==> src/core/scrd_defs.svh <==
// Constants for the SMBus configuration read decoder
`ifndef SCRD_DEFS_SVH
`define SCRD_DEFS_SVH
`define SCRD_ADDR_DEFAULT  7'h68
`define SCRD_CMD_SETUP     8'hba
`define SCRD_CMD_READ      8'hbd
`define SCRD_SETUP_COUNT   8'h04
`define SCRD_READ_COUNT    8'h04
`define SCRD_OP_WRITE      3'h3
`define SCRD_OP_READ       3'h4
`define SCRD_OP_LSB        0
`define SCRD_PSEL_HI_LSB   0
`define SCRD_PSEL_LO_BIT   7
`define SCRD_BE_LSB        2
`define SCRD_ADDR_HI_LSB   0
`define SCRD_PORT_MAX      5'h05
`endif

==> src/core/scrd_pkg.sv <==
// Types for the SMBus configuration read decoder
package scrd_pkg;
  typedef enum logic [2:0] {
    SCRD_IDLE  = 3'b000,
    SCRD_ADDR  = 3'b001,
    SCRD_RECV  = 3'b010,
    SCRD_SEND  = 3'b011,
    SCRD_IGN   = 3'b100
  } scrd_state_t;
  typedef enum logic [1:0] {
    SCRD_TX_NONE = 2'b00,
    SCRD_TX_CNT  = 2'b01,
    SCRD_TX_DATA = 2'b10,
    SCRD_TX_PEC  = 2'b11
  } scrd_tx_t;
endpackage

==> src/core/scrd_decoder.sv <==
// SMBus slave that decodes configuration read set-up and read back
`timescale 1ns/10ps
`include "scrd_defs.svh"

// Contract
// - Block Write code BAh loads read parameters
// - Set-up count 04h, four command bytes
// - First byte bits 2:0 select write/read
// - Port selector from byte2[3:0] and byte3[7]
// - Access routed to selected port 0-5
// - Byte3 bits 5:2 are byte enables
// - Enabled bytes modifiable, others kept unchanged
// - Address from byte3[1:0] and byte4, dword aligned
// - Code BDh then repeated start returns register
// - Data bytes returned most significant first
// - Set-up and read are separate transfers
// - Receiver drives ack low, nack high
// - Default slave address 1101000b after reset
// - Nack malformed sequence from first bad byte
// - Extra byte after data is PEC; sent on reads only, a byte after the four command bytes is nacked as bad
// - Master nack ends read, releases data
// - Read response starts with count 04h
module scrd_decoder
(
  // Clock and reset
  input  wire logic        ref_clk,
  input  wire logic        rst,
  // SMBus pins; enables are low while driving
  input  wire logic        scl_in,
  input  wire logic        sda_in,
  output logic             sda_out,
  output logic             sda_oe_n,
  // Slave address control
  input  wire logic [6:0]  slave_addr_new,
  input  wire logic        slave_addr_load,
  // Register access toward the ports
  output logic             cfg_req,
  output logic             cfg_we,
  output logic [4:0]       cfg_port,
  output logic [3:0]       cfg_be,
  output logic [11:0]      cfg_addr,
  input  wire logic [31:0] cfg_rdata,
  input  wire logic        cfg_ack,
  // Status
  output logic             setup_valid,
  output logic             seq_error
);
  // ---------------------------------------------------------------
  // Pin conditioning and bus events
  // ---------------------------------------------------------------
  logic scl;
  logic sda;
  logic scl_q;
  logic sda_q;

  scrd_pin_sync u_scl (.ref_clk(ref_clk), .rst(rst), .pin(scl_in),
                       .level(scl));
  scrd_pin_sync u_sda (.ref_clk(ref_clk), .rst(rst), .pin(sda_in),
                       .level(sda));

  always_ff @(posedge ref_clk)
    if (rst)
    begin
      scl_q <= 1'b1;
      sda_q <= 1'b1;
    end
    else
    begin
      scl_q <= scl;
      sda_q <= sda;
    end

  wire scl_rise = scl & ~scl_q;
  wire scl_fall = ~scl & scl_q;
  wire start_ev = scl & scl_q & sda_q & ~sda;
  wire stop_ev  = scl & scl_q & ~sda_q & sda;

  // ---------------------------------------------------------------
  // Byte framing state
  // ---------------------------------------------------------------
  scrd_pkg::scrd_state_t st_q;
  scrd_pkg::scrd_tx_t    tx_q;
  logic [6:0]  my_addr_q;
  logic [3:0]  bit_q;
  logic [7:0]  sh_q;
  logic [3:0]  idx_q;
  logic        is_setup_q;
  logic        is_read_q;
  logic        nack_q;
  logic        ack_phase_q;
  logic [7:0]  cb1_q;
  logic [7:0]  cb2_q;
  logic [7:0]  cb3_q;
  logic [31:0] rdata_q;
  logic [1:0]  dcnt_q;
  logic [7:0]  pec_q;
  logic        mack_q;

  // CRC-8 step, polynomial x^8+x^2+x+1, used for each byte on the bus
  function automatic logic [7:0] crc8(input logic [7:0] c,
                                      input logic [7:0] d);
    logic [7:0] r;
    r = c ^ d;
    for (int i = 0; i < 8; i++)
      r = r[7] ? ((r << 1) ^ 8'h07) : (r << 1);
    return r;
  endfunction

  // Byte presented to the master for the current transmit slot
  function automatic logic [7:0] tx_byte(input scrd_pkg::scrd_tx_t t,
                                         input logic [31:0] d,
                                         input logic [1:0] n,
                                         input logic [7:0] p);
    unique case (t)
      scrd_pkg::SCRD_TX_CNT:  return `SCRD_READ_COUNT;
      scrd_pkg::SCRD_TX_DATA: return d[8'(31 - 8 * n) -: 8];
      scrd_pkg::SCRD_TX_PEC:  return p;
      scrd_pkg::SCRD_TX_NONE: return 8'hff;
    endcase
  endfunction

  // Check one received byte of a write transfer; idx counts from 0
  function automatic logic byte_ok(input logic [3:0] i,
                                   input logic [7:0] b,
                                   input logic       setup);
    if (i == 4'h0)
      return (b == `SCRD_CMD_SETUP) || (b == `SCRD_CMD_READ);
    if (!setup)
      return 1'b0;
    if (i == 4'h1)
      return b == `SCRD_SETUP_COUNT;
    if (i == 4'h2)
      return b[2:0] == `SCRD_OP_READ || b[2:0] == `SCRD_OP_WRITE;
    return i <= 4'h4 || i == 4'h5;
  endfunction

  // Slave address, software may reprogram it
  always_ff @(posedge ref_clk)
    if (rst)
      my_addr_q <= `SCRD_ADDR_DEFAULT;
    else if (slave_addr_load)
      my_addr_q <= slave_addr_new;

  wire [7:0] rx_byte = sh_q;
  wire       byte_done = scl_rise && bit_q == 4'h7;

  always_ff @(posedge ref_clk)
    if (rst)
    begin
      st_q        <= scrd_pkg::SCRD_IDLE;
      tx_q        <= scrd_pkg::SCRD_TX_NONE;
      bit_q       <= 4'h0;
      sh_q        <= 8'h00;
      idx_q       <= 4'h0;
      is_setup_q  <= 1'b0;
      is_read_q   <= 1'b0;
      nack_q      <= 1'b0;
      ack_phase_q <= 1'b0;
      dcnt_q      <= 2'h0;
      pec_q       <= 8'h00;
      mack_q      <= 1'b0;
      seq_error   <= 1'b0;
    end
    else if (start_ev)
    begin
      st_q        <= scrd_pkg::SCRD_ADDR;
      bit_q       <= 4'h0;
      ack_phase_q <= 1'b0;
      nack_q      <= 1'b0;
      tx_q        <= scrd_pkg::SCRD_TX_NONE;
      pec_q       <= 8'h00;
    end
    else if (stop_ev)
    begin
      st_q      <= scrd_pkg::SCRD_IDLE;
      idx_q     <= 4'h0;
      is_read_q <= 1'b0;
      tx_q      <= scrd_pkg::SCRD_TX_NONE;
    end
    else if (st_q != scrd_pkg::SCRD_IDLE && st_q != scrd_pkg::SCRD_IGN)
    begin
      if (!ack_phase_q && scl_rise)
      begin
        sh_q  <= {sh_q[6:0], sda};
        bit_q <= bit_q + 4'h1;
      end
      if (!ack_phase_q && byte_done)
      begin
        if (st_q == scrd_pkg::SCRD_SEND)
          pec_q <= crc8(pec_q, tx_byte(tx_q, rdata_q, dcnt_q, pec_q));
        else
          pec_q <= crc8(pec_q, {sh_q[6:0], sda});
      end
      if (!ack_phase_q && scl_fall && bit_q == 4'h8)
      begin
        ack_phase_q <= 1'b1;
        bit_q       <= 4'h0;
        unique case (st_q)
          scrd_pkg::SCRD_ADDR:
            if (rx_byte[7:1] != my_addr_q)
              st_q <= scrd_pkg::SCRD_IGN;
            else if (rx_byte[0])
            begin
              nack_q <= ~is_read_q;
              tx_q   <= scrd_pkg::SCRD_TX_CNT;
            end
            else
            begin
              nack_q <= 1'b0;
              idx_q  <= 4'h0;
            end
          scrd_pkg::SCRD_RECV:
          begin
            nack_q <= nack_q | ~byte_ok(idx_q, rx_byte, is_setup_q);
            seq_error <= seq_error | ~byte_ok(idx_q, rx_byte, is_setup_q);
            if (idx_q == 4'h0)
            begin
              is_setup_q <= rx_byte == `SCRD_CMD_SETUP;
              is_read_q  <= rx_byte == `SCRD_CMD_READ;
            end
            idx_q <= idx_q + 4'h1;
          end
          scrd_pkg::SCRD_SEND:
            mack_q <= 1'b0;
          default:
            st_q <= scrd_pkg::SCRD_IGN;
        endcase
      end
      else if (ack_phase_q && scl_rise && st_q == scrd_pkg::SCRD_SEND)
        mack_q <= sda;
      else if (ack_phase_q && scl_fall)
      begin
        ack_phase_q <= 1'b0;
        if (nack_q)
          st_q <= scrd_pkg::SCRD_IGN;
        else if (st_q == scrd_pkg::SCRD_ADDR)
          st_q <= tx_q == scrd_pkg::SCRD_TX_CNT ? scrd_pkg::SCRD_SEND
                                                : scrd_pkg::SCRD_RECV;
        else if (st_q == scrd_pkg::SCRD_SEND)
        begin
          if (mack_q)
          begin
            st_q <= scrd_pkg::SCRD_IGN;
            tx_q <= scrd_pkg::SCRD_TX_NONE;
          end
          else if (tx_q == scrd_pkg::SCRD_TX_CNT)
          begin
            tx_q   <= scrd_pkg::SCRD_TX_DATA;
            dcnt_q <= 2'h0;
          end
          else if (tx_q == scrd_pkg::SCRD_TX_DATA && dcnt_q == 2'h3)
            tx_q <= scrd_pkg::SCRD_TX_PEC;
          else if (tx_q == scrd_pkg::SCRD_TX_DATA)
            dcnt_q <= dcnt_q + 2'h1;
          else
            tx_q <= scrd_pkg::SCRD_TX_NONE;
        end
      end
    end

  // ---------------------------------------------------------------
  // Command byte capture and decoded set-up
  // ---------------------------------------------------------------
  wire rx_take = st_q == scrd_pkg::SCRD_RECV && !ack_phase_q &&
                 scl_fall && bit_q == 4'h8 && is_setup_q &&
                 byte_ok(idx_q, rx_byte, is_setup_q) && !nack_q;

  always_ff @(posedge ref_clk)
    if (rst)
    begin
      cb1_q <= 8'h00;
      cb2_q <= 8'h00;
      cb3_q <= 8'h00;
    end
    else if (rx_take)
    begin
      if (idx_q == 4'h2)
        cb1_q <= rx_byte;
      if (idx_q == 4'h3)
        cb2_q <= rx_byte;
      if (idx_q == 4'h4)
        cb3_q <= rx_byte;
    end

  // Parameters latch on a good fourth command byte; setup_valid sets at the stop after it only if cfg_port is 0-5
  logic load_pend_q;

  always_ff @(posedge ref_clk)
    if (rst)
    begin
      cfg_we      <= 1'b0;
      cfg_port    <= 5'h00;
      cfg_be      <= 4'h0;
      cfg_addr    <= 12'h000;
      setup_valid <= 1'b0;
      load_pend_q <= 1'b0;
    end
    else if (rx_take && idx_q == 4'h5)
    begin
      // Reserved bits 7:3, 7:4 and 6 are never looked at
      cfg_we   <= cb1_q[2:0] == `SCRD_OP_WRITE;
      cfg_port <= {cb2_q[3:0], cb3_q[`SCRD_PSEL_LO_BIT]};
      cfg_be   <= cb3_q[5:`SCRD_BE_LSB];
      cfg_addr <= {cb3_q[1:0], rx_byte, 2'b00};
      setup_valid <= 1'b0;
      load_pend_q <= 1'b1;
    end
    else if (stop_ev && load_pend_q)
    begin
      setup_valid <= cfg_port <= `SCRD_PORT_MAX;
      load_pend_q <= 1'b0;
    end
    else if (start_ev)
      load_pend_q <= 1'b0;

  // Fetch happens when the read code arrives with setup_valid set; data held until next fetch
  logic fetch_q;

  always_ff @(posedge ref_clk)
    if (rst)
    begin
      cfg_req <= 1'b0;
      fetch_q <= 1'b0;
      rdata_q <= 32'h0000_0000;
    end
    else
    begin
      cfg_req <= 1'b0;
      if (st_q == scrd_pkg::SCRD_RECV && scl_fall && !ack_phase_q &&
          bit_q == 4'h8 && idx_q == 4'h0 &&
          rx_byte == `SCRD_CMD_READ && setup_valid && !fetch_q)
      begin
        cfg_req <= 1'b1;
        fetch_q <= 1'b1;
      end
      else if (fetch_q && cfg_ack)
      begin
        rdata_q <= cfg_rdata;
        fetch_q <= 1'b0;
      end
    end

  // ---------------------------------------------------------------
  // Data line drive; the pin is open drain, only a low is driven
  // ---------------------------------------------------------------
  always_ff @(posedge ref_clk)
    if (rst)
    begin
      sda_out  <= 1'b1;
      sda_oe_n <= 1'b1;
    end
    else if (st_q == scrd_pkg::SCRD_IDLE || st_q == scrd_pkg::SCRD_IGN
             || start_ev || stop_ev)
    begin
      sda_out  <= 1'b1;
      sda_oe_n <= 1'b1;
    end
    else if (ack_phase_q && st_q != scrd_pkg::SCRD_SEND)
    begin
      sda_out  <= 1'b0;
      sda_oe_n <= nack_q;
    end
    else if (st_q == scrd_pkg::SCRD_SEND && !ack_phase_q && scl)
    begin
      // Data may only move with the clock low, else it fakes a start or stop
      sda_out  <= sda_out;
      sda_oe_n <= sda_oe_n;
    end
    else if (st_q == scrd_pkg::SCRD_SEND && !ack_phase_q &&
             bit_q < 4'h8 && tx_q != scrd_pkg::SCRD_TX_NONE)
    begin
      sda_out  <= 1'b0;
      sda_oe_n <= tx_byte(tx_q, rdata_q, dcnt_q, pec_q)[3'(7 - bit_q)];
    end
    else
    begin
      sda_out  <= 1'b1;
      sda_oe_n <= 1'b1;
    end
endmodule

==> src/core/scrd_pin_sync.sv <==
// Pin synchroniser with two-stage agreement filter
`timescale 1ns/10ps
module scrd_pin_sync
(
  // Clock and reset
  input  wire logic ref_clk,
  input  wire logic rst,
  // Pin and filtered level
  input  wire logic pin,
  output logic      level
);
  logic [2:0] sh_q;

  // ---------------------------------------------------------------
  // Three flops; level moves only when stages two and three agree
  // ---------------------------------------------------------------
  always_ff @(posedge ref_clk)
    if (rst)
      sh_q <= 3'h7;
    else
      sh_q <= {sh_q[1:0], pin};

  always_ff @(posedge ref_clk)
    if (rst)
      level <= 1'b1;
    else if (sh_q[1] == sh_q[2])
      level <= sh_q[2];
endmodule

==> config.mk <==
export PLATFORM = sky130hd
export DESIGN_NAME = scrd_decoder
export DESIGN_NICKNAME = d
export VERILOG_FILES = /design/src/core/scrd_pkg.sv /design/src/core/scrd_decoder.sv /design/src/core/scrd_pin_sync.sv
export VERILOG_INCLUDE_DIRS = /design/src /design/src/core
export SDC_FILE = /design/constraint.sdc
export NUM_CORES = 1
export LEC_CHECK = 0
export ABC_AREA = 0
export ABC_CLOCK_PERIOD_IN_PS = 2600
export BUFFER_PORTS_ARGS = -buffer_cell sky130_fd_sc_hd__buf_4
export CAP_MARGIN = 20
export CORE_MARGIN = 2
export CORE_UTILIZATION = 59
export DETAILED_ROUTE_END_ITERATION = 10
export PLACE_DENSITY_LB_ADDON = 0.05
export SKIP_LAST_GASP = 1
export SYNTH_ARGS = -nofsm -noshare
export SYNTH_HDL_FRONTEND = slang
export SYNTH_SLANG_ARGS = --single-unit
==> constraint.sdc <==
create_clock -name ref_clk -period 2.6 [get_ports ref_clk]
set_input_delay 0.39 -clock ref_clk [delete_from_list [all_inputs] [get_ports ref_clk]]
set_output_delay 0.39 -clock ref_clk [all_outputs]
set_load 0.05 [all_outputs]
# ---- Word level (Yosys, flattened, before mapping)
# Index checks and enable logic that the tools add are counted.
dict set report op_classes {
  add_sub_neg 5
  mul 0
  n_div 0
  n_lt_le_gt_ge 4
  n_eq_ne 44
  n_shift 1
  mux 152
  bitwise 41
  n_reduce_logical 87
}
# cell n
set ops {}
lappend ops {{two-way mux 8 bit} 12}
lappend ops {{two-way mux 1 bit} 88}
lappend ops {{two-way mux 3 bit} 24}
lappend ops {{NOT 3 bit} 16}
lappend ops {{variable part select 39 x 9 -> 8 bit} 1}
lappend ops {{two-way mux 2 bit} 16}
lappend ops {{case mux 8 bit (4 select lines)} 1}
lappend ops {{logical AND 1 bit} 31}
lappend ops {{two-way mux 4 bit} 7}
lappend ops {{nonzero test 2 bit} 12}
lappend ops {{AND reduction 5 bit} 4}
lappend ops {{equality test 8 bit, second input constant} 2}
lappend ops {{inequality test 2 bit, second input constant} 8}
lappend ops {{XOR 8 bit} 2}
lappend ops {{NOT 1 bit} 14}
lappend ops {{AND reduction 7 bit} 2}
lappend ops {{equality test 3 x 2 -> 1 bit, second input constant} 4}
lappend ops {{equality test 4 x 3 -> 1 bit, second input constant} 3}
lappend ops {{inequality test 3 bit, second input constant} 4}
lappend ops {{AND reduction 12 bit} 1}
lappend ops {{AND reduction 6 bit} 2}
lappend ops {{nonzero test 3 bit} 4}
lappend ops {{nonzero test 4 bit} 3}
lappend ops {{nonzero test 6 bit} 2}
lappend ops {{40 further kinds} 71}
dict set report word_totals {
  register_bits 127
  latch_bits 0
  ramBits 0
  rom_bits 0
  input_bits 45
  out_inout_bits 27
  wordCells 369
  n_memories 0
}

# ---- Longest topological paths before layout
# Gate-level depths: netlist of run 1.
dict set report logic_depth {
  word_depth 46
  depth_mapped 10
  ltp_nobuf 9
}

# ---- Modules after synthesis
# Synthesis of run 1 repeated with hierarchy kept, for this count alone.
dict set report unflattened {
  cells_unflattened 770
  hier_area_um2 6324.8
}
# mod instances cells_each area_each_um2 seq_area_each_um2
set modules_own_cells {}
lappend modules_own_cells {scrd_decoder 1 750 6094.6 2362.3}
lappend modules_own_cells {scrd_pin_sync 2 10 115.1 80.1}

# ---- Least setup slack after synthesis of run 1
# Ideal clock, no wire load.
dict set report synth_path {
  path_kind {flip-flop to flip-flop}
  from {reg tx_q[0]}
  to {reg pec_q[5]}
  setup_ns 0.116
  arrival_time_ns 2.038
  required_ns 2.484
  setup_slack_ns 0.446
  stages_incl_launch_ff 11
  path_buffers 1
  period_less_slack_ns 2.154
  path_cell_list {dfxtp_1 > inv_1 > ha_1 > buf_2 > and2_1 > a221oi_2 > a21o_1 > a21oi_2 > xnor2_1 > o32ai_1 > a41o_1}
}
dict set report synth_via {
  elab_chain_cells 15
  word_cells_on_any_way 18
  cone_classes {eq/ne (3); mux (11); bitwise (3); reduce/logical (1)}
}
# item line_no
set synth_lines {}
lappend synth_lines {{start, declared} scrd_decoder.sv:82} ;# scrd_pkg::scrd_tx_t tx_q;
lappend synth_lines {{start signal, assigned} scrd_decoder.sv:151} ;# tx_q <= scrd_pkg::SCRD_TX_NONE;
lappend synth_lines {{start signal, assigned} scrd_decoder.sv:170} ;# tx_q <= scrd_pkg::SCRD_TX_NONE;
lappend synth_lines {{start signal, assigned} scrd_decoder.sv:178} ;# tx_q <= scrd_pkg::SCRD_TX_NONE;
lappend synth_lines {{equality test 2 bit (tied with other cells)} scrd_decoder.sv:114} ;# unique case (t)
lappend synth_lines {{case mux 8 bit (4 select lines) (*)} scrd_decoder.sv:114}
lappend synth_lines {{two-way mux 8 bit (*)} scrd_decoder.sv:189} ;# if (st_q == scrd_pkg::SCRD_SEND)
lappend synth_lines {{two-way mux 8 bit (*)} scrd_decoder.sv:187} ;# if (!ack_phase_q && byte_done)
lappend synth_lines {{two-way mux 8 bit (*)} scrd_decoder.sv:180} ;# else if (st_q != scrd_pkg::SCRD_IDLE && st_q != scrd_pkg::SCRD_IGN)
lappend synth_lines {{two-way mux 8 bit (*)} scrd_decoder.sv:173} ;# else if (stop_ev)
lappend synth_lines {{two-way mux 8 bit (*)} scrd_decoder.sv:164} ;# else if (start_ev)
lappend synth_lines {{two-way mux 8 bit (*)} scrd_decoder.sv:148} ;# if (rst)
lappend synth_lines {{XOR 8 bit (*)} scrd_decoder.sv:103} ;# r = c ^ d;
lappend synth_lines {{two-way mux 3 bit} scrd_decoder.sv:105} ;# r = r[7] ? ((r << 1) ^ 8'h07) : (r << 1);
lappend synth_lines {{NOT 3 bit (no line)} n/a}
lappend synth_lines {{two-way mux 3 bit} scrd_decoder.sv:105}
lappend synth_lines {{NOT 3 bit (no line)} n/a}
lappend synth_lines {{two-way mux 3 bit (*)} scrd_decoder.sv:105}
lappend synth_lines {{two-way mux 8 bit (*)} scrd_decoder.sv:189}
lappend synth_lines {{end signal, assigned} scrd_decoder.sv:190} ;# pec_q <= crc8(pec_q, tx_byte(tx_q, rdata_q, dcnt_q, pec_q));
lappend synth_lines {{end signal, assigned} scrd_decoder.sv:192} ;# pec_q <= crc8(pec_q, {sh_q[6:0], sda});
lappend synth_lines {{end, declared} scrd_decoder.sv:96} ;# logic [7:0] pec_q;
# Every way passes the cells marked *; elsewhere a longest branch is shown, timed or not. The select of a mux whose other input is x is not followed.
# A chain may end at the register's enable or synchronous reset.

# ---- Worst setup path in the final report of run 1
dict set report layout_path {
  from {reg dcnt_q[0]}
  to {reg pec_q[4]}
}
dict set report layout_via {
  elab_chain_cells 16
}
# item line_no
set layout_lines {}
lappend layout_lines {{start, declared} scrd_decoder.sv:95} ;# logic [1:0] dcnt_q;
lappend layout_lines {{start signal, assigned} scrd_decoder.sv:254} ;# dcnt_q <= dcnt_q + 2'h1;
lappend layout_lines {{subtractor 5 x 5 -> 6 bit (*)} scrd_decoder.sv:116} ;# scrd_pkg::SCRD_TX_DATA: return d[8'(31 - 8 * n) -: 8];
lappend layout_lines {{variable part select 39 x 9 -> 8 bit (*)} scrd_decoder.sv:116}
lappend layout_lines {{case mux 8 bit (4 select lines) (*)} scrd_decoder.sv:114}
lappend layout_lines {{two-way mux 8 bit (*)} scrd_decoder.sv:189}
lappend layout_lines {{two-way mux 8 bit (*)} scrd_decoder.sv:187}
lappend layout_lines {{two-way mux 8 bit (*)} scrd_decoder.sv:180}
lappend layout_lines {{two-way mux 8 bit (*)} scrd_decoder.sv:173}
lappend layout_lines {{two-way mux 8 bit (*)} scrd_decoder.sv:164}
lappend layout_lines {{two-way mux 8 bit (*)} scrd_decoder.sv:148}
lappend layout_lines {{XOR 8 bit (*)} scrd_decoder.sv:103}
lappend layout_lines {{two-way mux 3 bit} scrd_decoder.sv:105}
lappend layout_lines {{NOT 3 bit (no line)} n/a}
lappend layout_lines {{two-way mux 3 bit} scrd_decoder.sv:105}
lappend layout_lines {{NOT 3 bit (no line)} n/a}
lappend layout_lines {{two-way mux 3 bit (*)} scrd_decoder.sv:105}
lappend layout_lines {{two-way mux 8 bit (*)} scrd_decoder.sv:189}
# Marked as above.

==> out/qor_table.md, run 1 <==
| Quantity | This run | Unit |
| --- | --- | --- |
| Status | complete, no violations | - |
| Max-slew headroom | 60.7 | % |
| Family with the most delay on the worst path | compound AO/OA/AOI/OAI gates | - |
| Layout net count | 886 | - |
| Measured slew at the worst slew-check pin | 0.587 | ns |
| Crit path time final | 2.37 | ns |
| Number of standard cells after synthesis | 768 | - |
| Series of cell instances along the critical path | mux4_2, a21oi_1, or3_1, o21ai_2, xnor2_2, xnor2_1, a221oi_1 | - |
| Global-route wire length before repair | 26.6 | mm |
| DRC viols | 0 | - |
| TritonCTS clock tree | done | - |
| Post-route clock skew | 0.00769 | ns |
| Final clock period utilization by the worst path | 91.2 | % |
| Routed wire length | 16.4 | mm |
| Worst slack at placement | 0.127 | ns |
| Leakage | 0.00298 | uW |
| TNS Setup | 0 | ns |
| Worst EP required | 3.03 | ns |
| Average cell area after synthesis | 8.22 | um2 |
| # setup viols final | 0 | - |
| Most common flop cell mapped by yosys | dfxtp_1 | - |
| Number of global-route vias before repair | 5,496 | - |
| Startpoint type of the worst setup path | flip-flop | - |
| Area inside the core boundary | 0.0104 | mm2 |
| Peak clock frequency supported by timing | 422 | MHz |
| Y dimension of the die | 107 | um |
| Number of maximum-capacitance constraint violations | 0 | - |
| Fin worst setup slack | 0.228 | ns |
| Number of buffer cells added on primary ports | 69 | - |
| DRC violation total after the first TritonRoute iteration | 342 | - |
| Number of diodes added for antenna fixing | 0 | - |
| Clk_lat worst skew | 0.54 | ns |
| Combined global-route utilization of all metal layers | 29.7 | % |
| Cell at the root of the clock tree | clkbuf_8 | - |
| Count of buffers added by post-CTS timing repair for setup | 0 | - |
| Worst VDD drop | 0.537 | mV |
| Num rows | 37 | - |
| Count of TritonRoute iterations in the first routing pass | 5 | - |
| Number of H-tree levels | 4 | - |
| Synthesized flop and latch total | 126 | - |
| Fin. max-slew vios | 0 | - |
| Full die area | 0.0115 | mm2 |
| Final hold slack | 0.0368 | ns |
| Data arrival time at the worst-slack endpoint | 2.80 | ns |
| Final global-route overflow total | 0 | - |
| Post-detailed-route via-to-cell ratio | 5.82 | - |
| Antenna violations before repair | 0 | - |
| Hold violation count in the final report | 0 | - |
| Sequential cell area fraction in the yosys report | 40.0 | % |
| Fraction of layout cells with a size suffix above 1 | 21.0 | % |
| Die boundary width | 107 | um |
| Post-CTS Hold Fix Bufs | 0 | - |
| Power per unit of standard cell area | 602 | mW/mm2 |
| Number of nets with antenna violations after routing | 0 | - |
| Detail Placement HPWL | 11.4 | mm |
| Register clock-pin slew on the reported worst setup and hold paths | 0.06 | ns |
| Largest stage delay on the critical path | 0.59 | ns |
| Filler cells | 883 | - |
| Number of distinct library cells after synthesis | 78 | - |
| DR WL/cell | 16.8 | um |
| Type of the worst min-delay path | in2reg | - |
| Number of warning messages in the yosys log | 0 | - |
| Classification of the worst setup path | reg2reg | - |
| Utilization after layout | 73.2 | % |
| Critical path buffer and inverter count | 0 | - |
| Top fanout value on the critical path | 12 | - |
| Effective utilization at floorplan | 60.9 | % |
| Global placement routability congestion | 0.891 | - |
| Total clock buffers created by CTS | 17 | - |
| Library cell contributing the largest single delay on the critical path | dfxtp_1 | - |
| Total I/O pin count | 72 | - |
| Total clock sinks | 126 | - |
| Vias | 5,706 | - |
| Post-cts gate resize count | 0 | - |
| Number of synthesized flops with an enable pin | 0 | - |
| Maximum buffer depth of the clock tree | 2 | - |
| Post-synthesis to final-layout area growth | 20.2 | % |
| Pin count of the biggest net entering global routing | 44 | - |
| Post-Syn Area | 0.00631 | mm2 |
| Post-synth ARST share | 0 | % |
| Kind of end point of the critical path | flip-flop | - |
state kept, by name, indices dropped and copies added (netlist names), 4 cells and up:
name and flops:
rdata_q 32, cfg_addr 10, pec_q 8, rx_byte 8, cb3_q 7, my_addr_q 7, cfg_port 5, bit_q 4
cb2_q 4, cfg_be 4, idx_q 4
worst reg2reg max path: stages (launching register included):
cell and delay [ns]:
dfxtp_1 0.59, mux4_2 0.58, a21oi_1 0.22, or3_1 0.16
o21ai_2 0.09, xnor2_2 0.23, xnor2_1 0.09, a221oi_1 0.31
worst paths after layout:
| check | slack (ns) | from | cells past startpoint | end |
|---|---|---|---|---|
| hold reg to reg | 0.41 | u_scl.sh_q[0]$_SDFF_PP1_ | 1 | u_scl.sh_q[1]$_SDFF_PP1_ |
| setup / recovery | 0.23 | dcnt_q[0]$_SDFFE_PP0P_ | 7 | pec_q[4]$_SDFFE_PP0P_ |
| hold / removal | 0.04 | scl_in | 2 | u_scl.sh_q[0]$_SDFF_PP1_ |
| setup reg to reg | 0.23 | dcnt_q[0]$_SDFFE_PP0P_ | 7 | pec_q[4]$_SDFFE_PP0P_ |
area by class of cell:
cell class,count,area (um2),area share [%]
Tap cell,136,170,2.24
Sequential cell,126,2520,33.3
Inverter,10,37.5,0.495
Clock inverter,13,188,2.47
Timing Repair Buffer,97,728,9.60
Clock buffer,19,432,5.69
Multi-Input combinational cell,579,3510,46.2
kinds of logic after synthesis:
| logic type | share of synthesized area (%) |
|---|---|
| DFF | 40.0 |
| muxes | 5.33 |
| and+or+nand+nor | 23.4 |
| adders and majority gates | 1.98 |
| buffers and inverters | 4.52 |
| xor gates and xnor gates | 6.62 |
| AOI/OAI and AO/OA | 18.1 |
| other | 0.0594 |
layer usage:
metal  routed length (um)  GRT usage (%)  vias to the layer above  share of wire (%)
met5                    0              0                        -                  0
li1                     -              -                     2757                  -
met1                 6800           34.8                     2701                 41
met4                  537           11.9                        0                3.3
met2                 8090           51.4                      206                 49
met3                 1020           7.87                       42                6.2
synth_stat cells (3+ instances only):
library cell	instances	area share, %
nand2_1	156	9.3
dfxtp_1	126	40
a21oi_1	107	8.5
nor2_1	47	2.8
clkbuf_1	38	2.3
xnor2_1	28	3.9
nor2b_1	18	1.8
mux2i_1	16	2.5
nor3_1	16	1.3
o21ai_0	16	1.3
xor2_1	16	2.2
or2_2	14	1.4
nand3_1	13	1.0
ha_1	10	2.0
inv_1	10	0.59
a21o_1	8	0.95
buf_2	8	0.63
nor3b_1	7	0.83
nand2b_1	6	0.59
mux2_2	5	0.89
a31oi_1	4	0.40
buf_4	4	0.48
mux4_2	4	1.4
nand4_1	4	0.40
o21bai_1	4	0.48
or3_1	4	0.40
a211o_1	3	0.42
a211oi_1	3	0.36
and2_1	3	0.30
and3_1	3	0.30
nand3b_1	3	0.36
o211ai_1	3	0.36
stage by stage:
step,instances,instance area [um2],power [uW]
after floorplan,769,6320,2050
after global placement,948,6970,2110
after detailed placement,948,6970,2110
after CTS,980,7590,4590
after global routing,980,7590,4700
final,980,7590,4570
layout by cell type, fill, tap and decap left out, types with 3 or more instances in the layout:
cell type | netlist | layout
o21bai_1 | 4 | 4
a31oi_1 | 4 | 4
mux2i_1 | 16 | 16
mux4_2 | 4 | 4
ha_1 | 10 | 10
dfxtp_1 | 126 | 125
nor3_1 | 16 | 16
a211o_1 | 3 | 3
inv_1 | 10 | 10
nand2b_1 | 6 | 6
bufinv_16 | 0 | 4
or2_2 | 14 | 14
nor2_1 | 47 | 47
nand4_1 | 4 | 4
o211ai_1 | 3 | 3
a21o_1 | 8 | 8
mux2_2 | 5 | 5
nor3b_1 | 7 | 7
nor2b_1 | 18 | 18
nand3_1 | 13 | 13
o21ai_0 | 16 | 16
xor2_1 | 16 | 16
a21oi_1 | 107 | 107
nand2_1 | 156 | 156
buf_4 | 4 | 97
nand3b_1 | 3 | 3
and2_1 | 3 | 3
xnor2_1 | 28 | 28
clkbuf_16 | 0 | 16
or3_1 | 4 | 4
and3_1 | 3 | 3
clkinvlp_4 | 0 | 3
a211oi_1 | 3 | 3
power breakdown:
part | internal [uW] | switching, uW | total, uW
registers | 1940 | 7.09 | 1950
clock network | 1590 | 911 | 2500
logic | 61.8 | 60.6 | 122
total | 3590 | 979 | 4570
Power figures use the tool's default switching activity.
==> inputs of run 2 (changes only) <==
Settings changed: ABC_CLOCK_PERIOD_IN_PS 2600 to 2300.
Clock period 2.6 ns to 2.3 ns, I/O delays scaled along.
==> run 2 against run 1 <==
  * Via count increased by 0.39%
  * Power increased by 5.8%
  * Routed wire length increased by 0.78%
  * Maximum frequency increased by 6.7%
  * Hold slack got worse by 0.015 ns
==> out/qor_table.md, run 2 (synthesis gave the netlist of run 1 again) <==
| Quantity | This run | Unit |
| --- | --- | --- |
| Global-route wire length before repair | 26.9 | mm |
| Die boundary width | 107 | um |
| Startpoint type of the worst setup path | flip-flop | - |
| CP startpoint | tx_q[1]$_SDFFE_PP0P_ | - |
| Vias | 5,728 | - |
| Hold violation count in the final report | 0 | - |
| Number of maximum-capacitance constraint violations | 0 | - |
| Y dimension of the die | 107 | um |
| Combined flip-flop and latch cell area | 0.00253 | mm2 |
| Combinational cell fraction of total power | 3.0 | % |
| Fraction of power spent switching nets | 21.7 | % |
| Antenna violations before repair | 0 | - |
| Kind of end point of the critical path | flip-flop | - |
| Total I/O pin count | 72 | - |
| Register clock-pin slew on the reported worst setup and hold paths | 0.06 | ns |
| Wire length on met3 | 939 | um |
| Worst EP required | 2.71 | ns |
| Register with the most flip-flops | rdata_q | - |
| Routed wire length | 16.6 | mm |
| Part of the power in the clock network | 51.5 | % |
| Top fanout value on the critical path | 4 | - |
| Fin. max-slew vios | 0 | - |
| Routed wire length on met2 | 8.19 | mm |
| Final clock period utilization by the worst path | 96.6 | % |
| Power per unit of standard cell area | 618 | mW/mm2 |
| DRC violation total after the first TritonRoute iteration | 288 | - |
| Crit path time final | 2.22 | ns |
| Max FFs per register | 32 | - |
| Fin worst setup slack | 0.0777 | ns |
| Area of the multi-input gates | 0.00361 | mm2 |
| Maximum buffer depth of the clock tree | 2 | - |
| Cell Int Power | 3790 | uW |
| Final standard cell count with taps included and fillers excluded | 1,004 | - |
| Leakage | 0.00309 | uW |
| DR WL/cell | 16.5 | um |
| Worst reg2reg startpoint | tx_q[1]$_SDFFE_PP0P_ | - |
| Post-detailed-route via-to-cell ratio | 5.71 | - |
| Worst slack at placement | -0.131 | ns |
| Filler cells | 774 | - |
| DRC viols | 0 | - |
| Length of routed wiring on met1 | 6.98 | mm |
| Type of the worst min-delay path | in2reg | - |
| Pin count of the biggest net entering global routing | 54 | - |
| Total clock sinks | 126 | - |
| Number of H-tree levels | 4 | - |
| Post-placement cell count | 966 | - |
| Largest registers | rdata_q: 32 flops, cfg_addr: 10 flops | - |
| Count of TritonRoute iterations in the first routing pass | 5 | - |
| Combined global-route utilization of all metal layers | 29.8 | % |
| Total clock buffers created by CTS | 17 | - |
| Classification of the worst setup path | reg2reg | - |
| Effective utilization at floorplan | 60.9 | % |
| Number of nets with antenna violations after routing | 0 | - |
| Cell at the root of the clock tree | clkbuf_8 | - |
| Clk_lat worst skew | 0.53 | ns |
| Num rows | 37 | - |
| Number of buffer cells added on primary ports | 69 | - |
| Status | complete, no violations | - |
| Number of global-route vias before repair | 5,533 | - |
| Global placement routability congestion | 0.913 | - |
| Max-slew headroom | 29.3 | % |
| Layout net count | 910 | - |
| Final global-route overflow total | 0 | - |
| Part of the power in registers | 45.5 | % |
| # setup viols final | 0 | - |
| Leading cell types in the layout, fill and taps excluded | nand2_1, dfxtp_1, buf_4 | - |
| Post-synthesis to final-layout area growth | 23.9 | % |
| Data arrival time at the worst-slack endpoint | 2.64 | ns |
| Most common cell after layout, fill and taps aside | nand2_1 | - |
| Fraction of layout cells with a size suffix above 1 | 24.1 | % |
| Detail Placement HPWL | 11.5 | mm |
| Peak clock frequency supported by timing | 450 | MHz |
| Worst VDD drop | 0.664 | mV |
| Top layer used by detailed routing | met4 | - |
| Full die area | 0.0115 | mm2 |
| Area inside the core boundary | 0.0104 | mm2 |
| TritonCTS clock tree | done | - |
| Measured slew at the worst slew-check pin | 1.06 | ns |
| Worst hold path startpoint | slave_addr_new[6] | - |
| Number of diodes added for antenna fixing | 0 | - |
| Net Sw Power | 1050 | uW |
| Post-route clock skew | 0.00632 | ns |
run 2: cell types whose count changed in the layout (fill, tap and decap cells not counted), sizes merged:
cell | previous run | this run
buf | 97 | 117
clkinvlp | 3 | 1
bufinv | 4 | 1
clkbuf | 19 | 23
dlygate4sd3 | 0 | 4
clkinv | 4 | 5
run 2: power groups by stage:
stage | registers (uW) | clock network, uW | logic (uW)
after detailed placement | 2250 | 0 | 138
final | 2200 | 2490 | 146
after global routing | 2200 | 2610 | 157
after floorplan | 2250 | 0 | 68.5
after CTS | 2200 | 2520 | 145
after global placement | 2250 | 0 | 135
run 2: worst paths after layout:
check / endpoint / slack [ns] / cells past startpoint
setup / recovery: pec_q[2]$_SDFFE_PP0P_ / 0.08 / 9
hold / removal: my_addr_q[6]$_SDFFE_PP1P_ / 0.02 / 2
setup reg to reg: pec_q[2]$_SDFFE_PP0P_ / 0.08 / 9
hold reg to reg: u_scl.sh_q[1]$_SDFF_PP1_ / 0.41 / 1
run 2: what timing repair did:
action | CTS | global route
endpoints found under the hold margin | 4 | 0
setup endpoints to repair | 6 | 14
buffers inserted | 0 | 2
pin swaps | 0 | 10
hold buffers | 4 | 0
gates resized for setup | 3 | 21
run 2: routing by layer:
layer	vias to the layer above	track usage, %
met3	33	5.93
met2	206	51.8
met1	2688	35.1
met4	0	14.4
li1	2801	-
met5	-	0
run 2: worst max-delay path, cell delays in order, from the launching register on:
cell and delay (ns):
dfxtp_2 0.36, inv_1 0.07, ha_2 0.18, or3b_2 0.48, a221o_1 0.32, o211ai_4 0.12, xnor2_2 0.16, xnor2_2 0.15
xor2_1 0.18, a21oi_1 0.09
run 2: layout make-up:
| class | instances | share of cell area [%] |
|---|---|---|
| multi-input cells | 579 | 46.2 |
| repair buffers | 121 | 11.7 |
| clock inverters | 9 | 1.07 |
| flip-flops and latches | 126 | 32.4 |
| well taps | 136 | 2.18 |
| inverters | 10 | 0.480 |
| clock buffers | 23 | 5.97 |
run 2: metrics by stage:
| step | area, um2 | hold WS [ns] | TNS [ns] | util [%] | total power [uW] |
|---|---|---|---|---|---|
| floorplan | 6320 | 0.389 | 0 | - | 2320 |
| global placement | 7100 | 0.391 | -0.0165 | 68.5 | 2380 |
| detailed placement | 7100 | 0.393 | -0.315 | 68.5 | 2390 |
| CTS | 7710 | 0.00532 | 0 | 74.3 | 4860 |
| global route | 7820 | 0.00972 | -0.0113 | 75.4 | 4960 |
| finish | 7820 | 0.0218 | 0 | 75.4 | 4840 |
